===== src/svt_map.svh =====
// Address map, passwords, field positions, reset values and counts
// Assumes inclusion by the supervision timer files only
`ifndef SVT_MAP_SVH
`define SVT_MAP_SVH
// ****************************************
// Read addresses
// ****************************************
`define SVT_ADDR_CS 16'hFF10
`define SVT_ADDR_CNT 16'hFF11
`define SVT_ADDR_RST 16'hFF1F
// Word write addresses (address bits 15 to 1)
`define SVT_WADDR_CS 15'h7F88
`define SVT_WADDR_RST 15'h7F8F
// ****************************************
// Passwords in the upper byte of a write
// ****************************************
`define SVT_PW_CNT 8'h5A
`define SVT_PW_CS 8'hA5
`define SVT_PW_RESET_OUTPUT_ENABLE 8'h5A
`define SVT_PW_WATCHDOG_RESET_FLAG 8'hA5
`define SVT_WATCHDOG_RESET_FLAG_CLR_DATA 8'h00
// ****************************************
// Field positions and reset values
// ****************************************
`define SVT_CS_OVF 7
`define SVT_CS_MODE 6
`define SVT_CS_RUN 5
`define SVT_RST_OE 6
`define SVT_CS_RSVD 2'h3
`define SVT_RST_RSVD 6'h3F
`define SVT_CS_RESET 8'h18
`define SVT_CNT_RESET 8'h00
`define SVT_CNT_MAX 8'hFF
`define SVT_RST_RESET 8'h3F
// ****************************************
// Reset pulse lengths in system clock cycles
// ****************************************
`define SVT_IRST_CYC 10'd518
`define SVT_RESET_OUT_PIN_CYC 10'd132
// Divider shifts for select codes 000 to 111
`define SVT_DIV0 4'd1
`define SVT_DIV1 4'd5
`define SVT_DIV2 4'd6
`define SVT_DIV3 4'd7
`define SVT_DIV4 4'd8
`define SVT_DIV5 4'd9
`define SVT_DIV6 4'd11
`define SVT_DIV7 4'd12
`endif


===== src/svt_pkg.sv =====
// Types shared by the supervision timer and its prescaler
// Assumes the map header holds all numbers
package svt_pkg;
    // CPU bus request, one cycle strobes
    typedef struct packed {
        logic [15:0] addr;
        logic [15:0] wdata;
        logic wr;
        logic word;
        logic rd;
    } svt_bus_req_t;

    // Control/status fields
    typedef struct packed {
        logic ovf;
        logic mode;
        logic run;
        logic [2:0] cks;
    } svt_ctrl_t;
endpackage


===== src/svt_prescaler.sv =====
// Free-running system clock divider giving one-cycle count enables
// Assumes the same clock and reset as the timer
`timescale 1ns/1ps
`include "svt_map.svh"
module svt_prescaler #(
    parameter int WIDTH = 12
) (
    input wire logic CLOCK_I,
    input wire logic NRST_I,
    input wire logic [2:0] SEL_I,
    output logic TICK_O
);
    import svt_pkg::*;

    logic [WIDTH-1:0] div_r;
    logic [WIDTH-1:0] div_nxt;

    // ****************************************
    // Select code to divider shift
    // ****************************************
    function automatic logic [3:0] shift_of(input logic [2:0] sel);
        case (sel)
            3'h0: shift_of = `SVT_DIV0;
            3'h1: shift_of = `SVT_DIV1;
            3'h2: shift_of = `SVT_DIV2;
            3'h3: shift_of = `SVT_DIV3;
            3'h4: shift_of = `SVT_DIV4;
            3'h5: shift_of = `SVT_DIV5;
            3'h6: shift_of = `SVT_DIV6;
            default: shift_of = `SVT_DIV7;
        endcase
    endfunction

    // Divider next value
    always_comb begin
        div_nxt = div_r + {{(WIDTH-1){1'b0}}, 1'b1};
    end

    // Divider register
    always_ff @(posedge CLOCK_I or negedge NRST_I) begin
        if (!NRST_I) begin
            div_r <= '0;
        end else begin
            div_nxt_hold: div_r <= div_nxt;
        end
    end

    // One tick when the low bits wrap
    always_comb begin
        logic [WIDTH-1:0] mask;
        mask = '0;
        mask = ~({WIDTH{1'b1}} << shift_of(SEL_I));
        TICK_O = ((div_r & mask) == mask);
    end
endmodule


===== src/svt_timer.sv =====
// Supervision timer: counter, mode, overflow flag and watchdog reset
// Assumes a byte/word CPU bus with one-cycle strobes on CLOCK_I
//
// What this block does
// - Counter counts selected prescaled ticks while running
// - Interval-mode wrap from maximum to zero sets overflow flag
// - Counter held zero when stopped or reset
// - Interval mode overflow requests an interrupt
// - Watchdog mode overflow requests reset instead
// - Interrupt request follows the overflow flag
// - Flag cleared by software only by read-one then write-zero
// - Flag, mode, run clear in any standby
// - Clock select survives software standby only
// - Control bits 4 and 3 read one
// - Select codes pick eight system clock divisions
// - Interrupts recur at the full overflow interval
// - Watchdog overflow resets the whole chip
// - Reset also driven out when enabled
// - Password-protected word writes; byte writes ignored
// - Internal reset 518 cycles, output 132
// - Watchdog flag set by overflow, cleared externally
`timescale 1ns/1ps
`include "svt_map.svh"
module svt_timer #(
    parameter int DIV_WIDTH = 12
) (
    input wire logic CLOCK_I,
    input wire logic NRST_I,
    input wire svt_pkg::svt_bus_req_t BUS_I,
    input wire logic HW_STANDBY_I,
    input wire logic SW_STANDBY_I,
    output logic [7:0] RD_DATA_O,
    output logic INTERVAL_IRQ_O,
    output logic CHIP_RST_O,
    output logic RESET_OUT_PIN_OUT_O,
    output logic RESET_OUT_PIN_OE_O
);
    import svt_pkg::*;

    svt_ctrl_t ctrl_r, ctrl_nxt;
    logic [7:0] count_r, count_nxt;
    logic ovf_armed_r, ovf_armed_nxt;
    logic watchdog_reset_flag_r, watchdog_reset_flag_nxt;
    logic watchdog_reset_flag_armed_r, watchdog_reset_flag_armed_nxt;
    logic reset_output_enable_r, reset_output_enable_nxt;
    logic [9:0] irst_r, irst_nxt;
    logic [9:0] reset_out_pin_r, reset_out_pin_nxt;
    logic [7:0] rdata_r, rdata_nxt;
    logic tick;
    logic wrap;
    logic wd_ovf;
    logic wr_cs_word, wr_rst_word;
    logic [7:0] pw, wd;
    logic [7:0] cs_view, rst_view;

    // ****************************************
    // Prescaler
    // ****************************************
    svt_prescaler #(.WIDTH(DIV_WIDTH)) u_presc (
        .CLOCK_I(CLOCK_I),
        .NRST_I(NRST_I),
        .SEL_I(ctrl_r.cks),
        .TICK_O(tick)
    );

    // ****************************************
    // Decode and events
    // ****************************************
    assign pw = BUS_I.wdata[15:8];
    assign wd = BUS_I.wdata[7:0];
    assign wr_cs_word = BUS_I.wr & BUS_I.word & (BUS_I.addr[15:1] == `SVT_WADDR_CS);
    assign wr_rst_word = BUS_I.wr & BUS_I.word & (BUS_I.addr[15:1] == `SVT_WADDR_RST);
    assign wrap = ctrl_r.run & tick & (count_r == `SVT_CNT_MAX);
    assign wd_ovf = wrap & ctrl_r.mode;
    assign cs_view = {ctrl_r.ovf, ctrl_r.mode, ctrl_r.run, `SVT_CS_RSVD, ctrl_r.cks};
    assign rst_view = {watchdog_reset_flag_r, reset_output_enable_r, `SVT_RST_RSVD};

    // Timer registers next values
    always_comb begin
        ctrl_nxt = ctrl_r;
        count_nxt = count_r;
        ovf_armed_nxt = ovf_armed_r;
        watchdog_reset_flag_nxt = watchdog_reset_flag_r;
        watchdog_reset_flag_armed_nxt = watchdog_reset_flag_armed_r;
        reset_output_enable_nxt = reset_output_enable_r;
        rdata_nxt = rdata_r;
        // Reads: data only, plus clear arming
        if (BUS_I.rd) begin
            unique case (BUS_I.addr)
                `SVT_ADDR_CS: rdata_nxt = cs_view;
                `SVT_ADDR_CNT: rdata_nxt = count_r;
                `SVT_ADDR_RST: rdata_nxt = rst_view;
                default: rdata_nxt = 8'h00;
            endcase
            if (BUS_I.addr == `SVT_ADDR_CS && ctrl_r.ovf) begin
                ovf_armed_nxt = 1'b1;
            end
            if (BUS_I.addr == `SVT_ADDR_RST && watchdog_reset_flag_r) begin
                watchdog_reset_flag_armed_nxt = 1'b1;
            end
        end
        // Counting
        if (ctrl_r.run && tick) begin
            count_nxt = count_r + 8'h01;
        end
        // Password writes
        if (wr_cs_word && pw == `SVT_PW_CNT) begin
            count_nxt = wd;
        end
        if (wr_cs_word && pw == `SVT_PW_CS) begin
            ctrl_nxt.mode = wd[`SVT_CS_MODE];
            ctrl_nxt.run = wd[`SVT_CS_RUN];
            ctrl_nxt.cks = wd[2:0];
            if (!wd[`SVT_CS_OVF] && ovf_armed_r) begin
                ctrl_nxt.ovf = 1'b0;
                ovf_armed_nxt = 1'b0;
            end
        end
        if (wr_rst_word && pw == `SVT_PW_RESET_OUTPUT_ENABLE) begin
            reset_output_enable_nxt = wd[`SVT_RST_OE];
        end
        if (wr_rst_word && pw == `SVT_PW_WATCHDOG_RESET_FLAG && wd == `SVT_WATCHDOG_RESET_FLAG_CLR_DATA && watchdog_reset_flag_armed_r) begin
            watchdog_reset_flag_nxt = 1'b0;
            watchdog_reset_flag_armed_nxt = 1'b0;
        end
        // Overflow sets win over software clears
        if (wrap && !ctrl_r.mode) begin
            ctrl_nxt.ovf = 1'b1;
        end
        if (wd_ovf) begin
            watchdog_reset_flag_nxt = 1'b1;
        end
        // Stopped counter sits at zero
        if (!ctrl_nxt.run) begin
            count_nxt = `SVT_CNT_RESET;
        end
        // Standby and internal chip reset
        if (SW_STANDBY_I) begin
            ctrl_nxt.ovf = 1'b0;
            ctrl_nxt.mode = 1'b0;
            ctrl_nxt.run = 1'b0;
            count_nxt = `SVT_CNT_RESET;
            ovf_armed_nxt = 1'b0;
        end
        if (HW_STANDBY_I || irst_r != 10'd0) begin
            ctrl_nxt = '0;
            count_nxt = `SVT_CNT_RESET;
            ovf_armed_nxt = 1'b0;
        end
    end

    // Timer registers
    always_ff @(posedge CLOCK_I or negedge NRST_I) begin
        if (!NRST_I) begin
            ctrl_r <= '0;
            count_r <= `SVT_CNT_RESET;
            ovf_armed_r <= 1'b0;
            watchdog_reset_flag_r <= 1'b0;
            watchdog_reset_flag_armed_r <= 1'b0;
            reset_output_enable_r <= 1'b0;
            rdata_r <= 8'h00;
        end else begin
            ctrl_r <= ctrl_nxt;
            count_r <= count_nxt;
            ovf_armed_r <= ovf_armed_nxt;
            watchdog_reset_flag_r <= watchdog_reset_flag_nxt;
            watchdog_reset_flag_armed_r <= watchdog_reset_flag_armed_nxt;
            reset_output_enable_r <= reset_output_enable_nxt;
            rdata_r <= rdata_nxt;
        end
    end

    // ****************************************
    // Reset pulse counters
    // ****************************************
    always_comb begin
        irst_nxt = (irst_r != 10'd0) ? irst_r - 10'd1 : 10'd0;
        reset_out_pin_nxt = (reset_out_pin_r != 10'd0) ? reset_out_pin_r - 10'd1 : 10'd0;
        if (wd_ovf) begin
            irst_nxt = `SVT_IRST_CYC;
            reset_out_pin_nxt = reset_output_enable_r ? `SVT_RESET_OUT_PIN_CYC : 10'd0;
        end
    end

    // Pulse counter registers
    always_ff @(posedge CLOCK_I or negedge NRST_I) begin
        if (!NRST_I) begin
            irst_r <= 10'd0;
            reset_out_pin_r <= 10'd0;
        end else begin
            irst_r <= irst_nxt;
            reset_out_pin_r <= reset_out_pin_nxt;
        end
    end

    // Outputs
    assign RD_DATA_O = rdata_r;
    assign INTERVAL_IRQ_O = ctrl_r.ovf;
    assign CHIP_RST_O = (irst_r != 10'd0);
    assign RESET_OUT_PIN_OUT_O = 1'b0;
    assign RESET_OUT_PIN_OE_O = (reset_out_pin_r != 10'd0);

    logic [9:0] hi_irst_r, hi_reset_out_pin_r;
    // Length of each reset pulse so far, for the checks
    always_ff @(posedge CLOCK_I or negedge NRST_I) begin
        if (!NRST_I) begin
            hi_irst_r <= 10'd0;
            hi_reset_out_pin_r <= 10'd0;
        end else begin
            hi_irst_r <= CHIP_RST_O ? hi_irst_r + 10'd1 : 10'd0;
            hi_reset_out_pin_r <= RESET_OUT_PIN_OE_O ? hi_reset_out_pin_r + 10'd1 : 10'd0;
        end
    end
endmodule


===== config.mk =====
export PLATFORM = sky130hd
export DESIGN_NAME = svt_timer
export DESIGN_NICKNAME = d
export VERILOG_FILES = /design/src/svt_pkg.sv /design/src/svt_prescaler.sv /design/src/svt_timer.sv
export VERILOG_INCLUDE_DIRS = /design/src
export SDC_FILE = /design/constraint.sdc
export NUM_CORES = 1
export LEC_CHECK = 0
export BUFFER_PORTS_ARGS = -buffer_cell sky130_fd_sc_hd__buf_2
export CAP_MARGIN = 0
export CORE_ASPECT_RATIO = 1.25
export CORE_MARGIN = 2
export CORE_UTILIZATION = 37
export DETAILED_ROUTE_END_ITERATION = 8
export PLACE_DENSITY = 0.64
export SYNTH_ARGS = -nofsm -noshare
export SYNTH_HDL_FRONTEND = slang
export SYNTH_SLANG_ARGS = --single-unit

===== constraint.sdc =====
create_clock -name CLOCK_I -period 2.15 [get_ports CLOCK_I]
set_input_delay 0.3225 -clock CLOCK_I [delete_from_list [all_inputs] [get_ports CLOCK_I]]
set_output_delay 0.3225 -clock CLOCK_I [all_outputs]
set_load 0.01 [all_outputs]

======== Word level (Yosys, flattened, before mapping) ========
Cells that the tools add are included.
operators by class
  bitwise gates (word level) .............. 8
  equal/unequal tests ..................... 16
  reduce and logical (&&, ||, !) cells .... 27
  multiplexer cells ....................... 28
  $add $sub $neg .......................... 4
  shift-type cells ........................ 1
operator list
  cell                                                 number
  equality test 16 bit, second input constant          3
  two-way mux 8 bit                                    6
  two-way mux 10 bit                                   4
  equality test 15 bit, second input constant          2
  case mux 4 bit (7 select lines)                      1
  case mux 8 bit (3 select lines)                      1
  nonzero test 10 bit                                  2
  subtractor 10 x 1 -> 10 bit, second input constant   2
  equality test 8 bit, second input constant           2
  two-way mux 1 bit                                    13
  adder 12 x 1 -> 12 bit, second input constant        1
  AND 12 bit                                           1
  equality test 12 bit                                 1
  two-way mux 6 bit                                    2
  inverter 12 bit                                      1
  left shift 12 x 4 -> 12 bit, first input constant    1
  logical AND 1 bit                                    11
  equality test 3 bit, second input constant           3
  adder 8 x 1 -> 8 bit, second input constant          1
  equality test 8 x 7 -> 1 bit, second input constant  1
  logical NOT 8 bit                                    1
  nonzero test 2 bit                                   4
  nonzero test 4 bit                                   2
  AND 1 bit                                            6
  other kinds (9)                                      12
storage, ports and cells
  bits in registers ....................... 58
  logic and storage cells ................. 97
  input bits .............................. 39

======== Longest topological paths before layout ========
Gate-level depths: netlist of run 1.
  depth after elaboration ................. 12
  mapped depth ............................ 8
  depth with buffers taken out ............ 8

======== By module ========
A second synthesis of run 1 with hierarchy kept.
second synthesis, totals
  cells, all modules ...................... 313
  area, all modules ....................... 3086.7 µm²
by module, submodules not included
  module         area each (µm²)  cells each  sequential area each (µm²)  instances
  svt_timer      2514.9           262         1151.1                      1
  svt_prescaler  571.8            51          300.3                       1

======== Least setup slack after synthesis of run 1 ========
No wires, ideal clock.
  path type ............................... register to register
  from .................................... register irst_r[0]
  to ...................................... register count_r[3]
  data arrival time ....................... 2.059 ns
  path buffers ............................ 0
  path slack .............................. -0.002 ns
  cell stages (with the launch flop) ...... 9
  cell sequence ........................... dfrtp_1 > inv_1 > ha_1 > or3b_2 > nor3_1 > nand2_1 > nor3_4 > o21ai_0 > a211oi_1
between the ends
  word-level cells in the longest chain between the ends .. 3
  elaborated cells on any way between the ends .. 4
  classes of those cells .................. eq/ne: 1; mux: 1; reduce/logical: 2
RTL lines
  what                                                                                         line              source
  start: declaration                                                                           svt_timer.sv:46   logic [9:0] irst_r, irst_nxt;
  start signal: assignment                                                                     svt_timer.sv:191  irst_r <= irst_nxt;
  nonzero test 10 bit *                                                                        --
  via CHIP_RST_O                                                                               svt_timer.sv:34   output logic CHIP_RST_O,
  logical OR 1 bit *                                                                           svt_timer.sv:145  if (HW_STANDBY_I || irst_r != 10'd0) begin
  inequality test 5 x 4 -> 1 bit (no source line) / two-way mux 8 bit (equally long branches)  --
  end signal: assignment                                                                       svt_timer.sv:156  count_r <= `SVT_CNT_RESET;
  end signal: assignment                                                                       svt_timer.sv:164  count_r <= count_nxt;
  end: declaration                                                                             svt_timer.sv:41   logic [7:0] count_r, count_nxt;
The timed path passes the listed nets; every way through them passes the cells marked *.
A chain may end at the register's enable or synchronous reset.

======== Final worst setup path of run 1 ========
  from .................................... register irst_r[1]
  to ...................................... register irst_r[9]
between the ends
  word-level cells in the longest chain between the ends .. 3
  elaborated cells on any way between the ends .. 4
  classes of those cells .................. add/sub: 1; mux: 2; reduce/logical: 1
RTL lines
  what                                                                       line              source
  subtractor 10 x 1 -> 10 bit / nonzero test 10 bit (equally long branches)  svt_timer.sv:177  irst_nxt = (irst_r != 10'd0) ? irst_r - 10'd1 : 10'd0;
  two-way mux 10 bit *                                                       svt_timer.sv:177
  two-way mux 10 bit *                                                       svt_timer.sv:179  if (wd_ovf) begin
  via irst_nxt[9]                                                            svt_timer.sv:46
Marks and branches as above.

==> impl_metrics.py, run 1 <==
metrics = {
    "placement": {
        "place_congestion": 0.7969,
        "place_inst": 450,
        "dp_slack_ns": -0.05601,
        "hpwl_mm": 5.190,
        "io_buffer_count": 49,
    },
    "grt": {
        "overflow": 0,
        "antenna_found_initial": 0,
        "grtUsageTotal": 0.1714,
        "grt_pass1_vias": 2587,
        "grt_max_degree": 59,
        "grt_pass1_wl_mm": 12.11,
    },
    "sta": {
        "fin_crit_ns": 2.152,
        "max_slew_margin": 0.6052,
        "fmax_ghz": 0.4648,
        "finalWorstSetupSlack_ns": -0.001685,
        "hold_viol": 0,
        "holdWs_ns": 0.2689,
        "worst_slew_pin_slew_ns": 0.5868,
        "report.final.slew_viol_count": 0,
        "finalSetupViolations": 1,
        "rsz0062_at_grt": "true",
        "finalCritPeriodShare": 1.001,
        "skew_ns": 0.006629,
    },
    "cts": {
        "cts_buffers": 9,
        "cts_tree": "done",
        "clock_sinks": 58,
        "clk_pin_slew_ns": 0.06,
        "htreeDepth": 3,
        "clock_latency_ns": 0.34,
        "clk_path_buf_depth": 2,
        "root_buffer": "clkbuf_8",
    },
    "detailed_routing": {
        "vias": 2495,
        "drc": 0,
        "viasPerCell": 5.275,
        "dr.pass1.iters": 4,
        "wl_per_cell_um": 15.36,
        "ant_nets": 0,
        "drt_iter0_drc": 107,
        "wl_mm": 7.264,
    },
    "synthesis": {
        "ys_seq_elements": 58,
        "yosysWarnings": 0,
        "ys.flop_type": "dfrtp_1",
        "syn_nets": 345,
        "async_flop_share": 1.000,
        "postSynthAreaPerCell_um2": 9.840,
        "syn_area_um2": 2972,
        "synth_cells": 302,
        "seq_area_frac_synth": 0.4884,
        "synth_edf_count": 0,
        "ys_types": 46,
    },
    "worst_setup_path": {
        "cp_num_buf_inv": 1,
        "crit_top_cell": "or4_4",
        "rr_worst_depth": 5,
        "slowest_stage": "or4_4",
        "cp_top_family": "simple AND/OR/NAND/NOR gates",
        "slowest_delay_ns": 0.49,
        "end_kind": "flip-flop",
        "reg2reg_from": "irst_r[1]",
        "arrival_ns": 2.38,
        "worstPathRequired_ns": 2.38,
        "reg2reg_to": "irst_r[9]",
        "ff2ff_setup_slack_ns": -0.002,
        "cp_max_fo": 3,
        "startpoint_type": "flip-flop",
        "cp_cell_sequence": "buf_4, or4_4, or3_4, or4_4, a211o_1",
        "worstSetupPathType": "reg2reg",
    },
    "floorplan": {
        "ios": 51,
        "die_h_um": 104.2,
        "die_x_um": 84.16,
        "std_cell_rows": 36,
        "start_util": 0.3813,
        "core_um2": 7792,
        "die_area_um2": 8769,
    },
    "pwr": {
        "power_uw": 2073,
        "p_per_area_nw_per_um2": 558.1,
        "total_leakage_power_uw": 0.001778,
        "peakVddDrop_uv": 427.1,
    },
    "worst_hold_path": {
        "worstHoldEndpoint": "cs_view[2]",
        "min_from": "HW_STANDBY_I",
        "hold_class": "in2reg",
        "hold_depth": 2,
    },
    "flow_run": {
        "cap_violations": 0,
    },
    "finish": {
        "layout-drive-gt1-share": 0.2804,
        "num_antenna_cells": 0,
        "final_cell_mix": "dfrtp_1 (58), buf_2 (50), nor2_1 (35), nand2_1 (22), buf_4 (18)",
        "fin_cells": 473,
        "nNetsFinal": 416,
        "final_util": 0.4767,
        "final_common_cell": "dfrtp_1",
        "syn_to_final_growth_pct": 25.01,
    },
    "run_status": {
        "status": "finished with violations",
        "failed_checks": "negative setup slack",
    },
}
==> synthesized netlist by cell type (5+ instances only) <==
| cell type | number | share of area |
|---|---|---|
| a211oi_1 | 8 | 0.020 |
| a21oi_1 | 13 | 0.022 |
| a31oi_1 | 5 | 0.011 |
| and3_1 | 7 | 0.015 |
| clkbuf_1 | 6 | 0.0076 |
| dfrtp_1 | 58 | 0.49 |
| inv_1 | 12 | 0.015 |
| mux2i_1 | 8 | 0.027 |
| nand2_1 | 24 | 0.030 |
| nand2b_1 | 5 | 0.011 |
| nand3_1 | 6 | 0.010 |
| nand4_1 | 10 | 0.021 |
| nor2_1 | 35 | 0.044 |
| nor3_1 | 11 | 0.019 |
| nor4_1 | 5 | 0.011 |
| o21ai_0 | 14 | 0.024 |
| xnor2_1 | 15 | 0.044 |
| xor2_1 | 12 | 0.035 |
==> per-layer routing <==
layer	part of all wire	up-vias	global-route usage
met3	0.037	13	0.03810
met5	0	-	0
met4	0.017	0	0.06567
met2	0.54	46	0.2920
li1	-	1222	-
met1	0.40	1214	0.2099
==> per-stage QoR <==
stage          cell area [um2]  setup TNS (ns)
4_1_cts                   3617        -0.03764
2_1_floorplan             2974               0
3_3_place_gp              3410               0
5_1_grt                   3715         -0.4581
6_report                  3715       -0.001685
3_5_place_dp              3410         -0.1319
==> what timing repair did <==
item | CTS | global route
gates resized for setup | 4 | 16
hold buffers | 1 | 0
hold endpoints to repair | 26 | 0
pin swaps | 0 | 7
cloned | 0 | 1
buffers inserted | 3 | 3
endpoints found under the setup margin | 8 | 23
==> state kept, by name, indices dropped and copies added, names as in the netlist <==
register                     cells
u_presc.div_r                   12
RD_DATA_O                        8
reset_output_enable_r            1
watchdog_reset_flag_armed_r      1
reset_out_pin_r                 10
INTERVAL_IRQ_O                   1
count_r                          8
irst_r                          10
watchdog_reset_flag_r            1
ovf_armed_r                      1
cs_view                          5
==> how the worst max path moves through the flow <==
stage / start / to / slack (ns) / cells after the start
2_1_floorplan: irst_r[0] / count_r[3] / 0.04 / 8
3_3_place_gp: irst_r[0] / irst_r[8] / 0.02 / 8
3_5_place_dp: irst_r[0] / irst_r[8] / -0.06 / 8
4_1_cts: irst_r[1] / irst_r[9] / -0.04 / 5
5_1_grt: irst_r[1] / irst_r[9] / -0.08 / 5
6_report: irst_r[1] / irst_r[9] / -0.002 / 5
==> cells by family after synthesis <==
kind of cell             count (synthesis)  share of synthesized area
multiplexers                            12                    0.04211
XOR/XNOR                                27                    0.07958
other                                    1                   0.001262
flip-flops                              58                     0.4884
buffers and inverters                   22                    0.03073
adder cells (fa/ha/maj)                  4                    0.01684
AO/OA/AOI/OAI                           50                     0.1053
AND/OR/NAND/NOR                        128                     0.2358
==> area by class of cell <==
class	count	area, um2
fillers	774	4078
multi-input cells	222	1520
flip-flops and latches	58	1451
repair buffers	70	415.4
clock buffers	13	148.9
well taps	95	118.9
inverters	12	45.04
clock inverters	3	15.01
==> report_power, final <==
group / internal (uW) / switching, uW
combinational: 51.0 / 70.2
clock: 444 / 405
sequential: 1100 / 3.40
total: 1590 / 479
Power figures use the tool's default switching activity.
==> run 2, diff against run 1 <==
--- a/config.mk
+++ b/config.mk
@@ -12,7 +12,8 @@
 export CORE_MARGIN = 2
 export CORE_UTILIZATION = 37
 export DETAILED_ROUTE_END_ITERATION = 8
-export PLACE_DENSITY = 0.64
+export PLACE_DENSITY = 0.62
 export SYNTH_ARGS = -nofsm -noshare
 export SYNTH_HDL_FRONTEND = slang
 export SYNTH_SLANG_ARGS = --single-unit
+export TNS_END_PERCENT = 20
==> constraint.sdc (replaced) <==
create_clock -name CLOCK_I -period 2.5 [get_ports CLOCK_I]
set_input_delay 0.375 -clock CLOCK_I [delete_from_list [all_inputs] [get_ports CLOCK_I]]
set_output_delay 0.375 -clock CLOCK_I [all_outputs]
set_load 0.01 [all_outputs]
==> impl_metrics.py, run 2 (synthesis results as in run 1) <==
metrics = {
    "grt": {
        "grt_pass1_vias": 2483,
        "grt_max_degree": 24,
        "antenna_found_initial": 0,
        "grtUsageTotal": 0.1665,
        "grt_pass1_wl_mm": 11.63,
        "overflow": 0,
    },
    "floorplan": {
        "die_h_um": 104.2,
        "die_x_um": 84.16,
        "die_area_um2": 8769,
        "ios": 51,
        "start_util": 0.3813,
        "core_um2": 7792,
        "std_cell_rows": 36,
    },
    "finish": {
        "syn_to_final_growth_pct": 19.62,
        "top_register": "u_presc.div_r",
        "largest_reg_flops": 12,
        "final_util": 0.4562,
        "final_area_um2": 3555,
        "reg_top3": "u_presc.div_r x12, irst_r x10, reset_out_pin_r x10",
        "nFillCells": 764,
        "multi_input_area_um2": 1445,
        "layout-drive-gt1-share": 0.2343,
        "nNetsFinal": 405,
        "seq_area_um2": 1451,
        "final_cell_mix": "dfrtp_1 (58), buf_2 (49), nor2_1 (35), nand2_1 (23), xnor2_1 (15)",
        "final_common_cell": "dfrtp_1",
        "num_antenna_cells": 0,
    },
    "worst_setup_path": {
        "startpoint_type": "flip-flop",
        "arrival_ns": 1.97,
        "reg2reg_from": "irst_r[2]",
        "worstSetupPathType": "reg2out",
        "startpoint": "irst_r[0]",
        "cp_cell_sequence": "inv_1, ha_1, or3b_4, nor3_4, nand2_2, buf_4, buf_2",
        "slowest_stage": "or3b_4",
        "slowest_delay_ns": 0.41,
        "cp_max_fo": 7,
        "worstPathRequired_ns": 2.12,
        "ff2ff_setup_slack_ns": 0.34,
        "end_kind": "output pin",
        "rr_worst_depth": 4,
        "reg2reg_to": "irst_r[9]",
    },
    "detailed_routing": {
        "drc": 0,
        "wl_mm": 6.773,
        "wl_per_cell_um": 14.66,
        "vias": 2448,
        "dr.pass1.iters": 4,
        "ant_nets": 0,
        "viasPerCell": 5.299,
        "drt_iter0_drc": 115,
    },
    "sta": {
        "finalCritPeriodShare": 0.9376,
        "finalSetupViolations": 0,
        "fmax_ghz": 0.4266,
        "hold_viol": 0,
        "setup_tns_ns": 0,
        "fin_crit_ns": 2.344,
        "skew_ns": 0.008570,
        "holdWs_ns": 0.2923,
        "rsz0062_at_grt": "false",
        "report.final.slew_viol_count": 0,
    },
    "placement": {
        "place_congestion": 0.8135,
        "dpl_cell_area_um2": 3357,
        "io_buffer_count": 49,
        "hpwl_mm": 5.115,
    },
    "pwr": {
        "p_per_area_nw_per_um2": 510.6,
        "clockPowerShare": 0.421,
        "p_int_uw": 1367,
        "swShare": 0.2468,
        "seqPwrFrac": 0.523,
        "total_leakage_power_uw": 0.001709,
        "peakVddDrop_uv": 310.5,
        "p_comb_frac": 0.056,
        "p_sw_uw": 448.0,
    },
    "cts": {
        "clock_sinks": 58,
        "root_buffer": "clkbuf_8",
        "post_cts_buffers": 0,
        "cts_tree": "done",
        "clk_path_buf_depth": 2,
        "cts_buffers": 9,
        "clock_latency_ns": 0.35,
        "htreeDepth": 3,
        "clk_pin_slew_ns": 0.07,
    },
    "run_status": {
        "status": "complete, no violations",
    },
    "worst_hold_path": {
        "min_from": "HW_STANDBY_I",
        "worstHoldEndpoint": "cs_view[2]",
        "hold_depth": 2,
        "hold_class": "in2reg",
    },
    "flow_run": {
        "cap_violations": 0,
    },
}
-- run 2: stage by stage --
stage               cells  total power (uW)  setup slack, ns
floorplan             302             997.7           0.3475
global placement      445              1067           0.3072
finish                462              1815           0.1560
CTS                   462              1833         0.006816
detailed placement    445              1068           0.2223
global route          462              1894          0.05775
-- run 2: per-layer routing --
layer,vias up,GRT usage,part of all wire
li1,1200,-,-
met1,1199,0.2115,0.47
met2,40,0.2676,0.48
met3,9,0.03968,0.035
met4,0,0.07488,0.016
met5,-,0,0
-- run 2: worst max-delay path by stage --
stage                     slack, ns  cells past startpoint          to
final                          0.16                      7  CHIP_RST_O
after global routing           0.06                      7  CHIP_RST_O
after CTS                     0.007                      7  CHIP_RST_O
after floorplan                0.35                      8  count_r[3]
after detailed placement       0.22                      8  count_r[0]
after global placement         0.31                      8  count_r[0]
-- run 2: power groups by stage --
| stage | Sequential (uW) | Combinational (uW) | Clock [uW] |
|---|---|---|---|
| 4_1_cts | 949 | 103 | 781 |
| 2_1_floorplan | 969 | 28.4 | 0 |
| 3_5_place_dp | 967 | 101 | 0 |
| 5_1_grt | 949 | 115 | 829 |
| 6_report | 950 | 101 | 764 |
| 3_3_place_gp | 967 | 99.7 | 0 |
-- run 2: worst max-delay path, delay by kind of cell, from the launching register on --
family	cells	cell delay, ns
adders and majority gates	1	0.17
buffers and inverters	3	0.39
DFF	1	0.40
and+or+nand+nor	3	0.66
-- run 2: what timing repair did --
item / in CTS / in global routing
resized for setup: 1 / 3
hold buffers: 1 / 0
endpoints found under the setup margin: 1 / 1
endpoints found under the hold margin: 14 / 0
-- run 2: final cells by class --
type                       count  share of cell area
tap                           95             0.03344
inverter                      12             0.01267
clock buffer                  11             0.03977
clock inverter                 5            0.008448
multi-input combinational    222              0.4065
timing repair buffer          59             0.09081
sequential                    58              0.4083
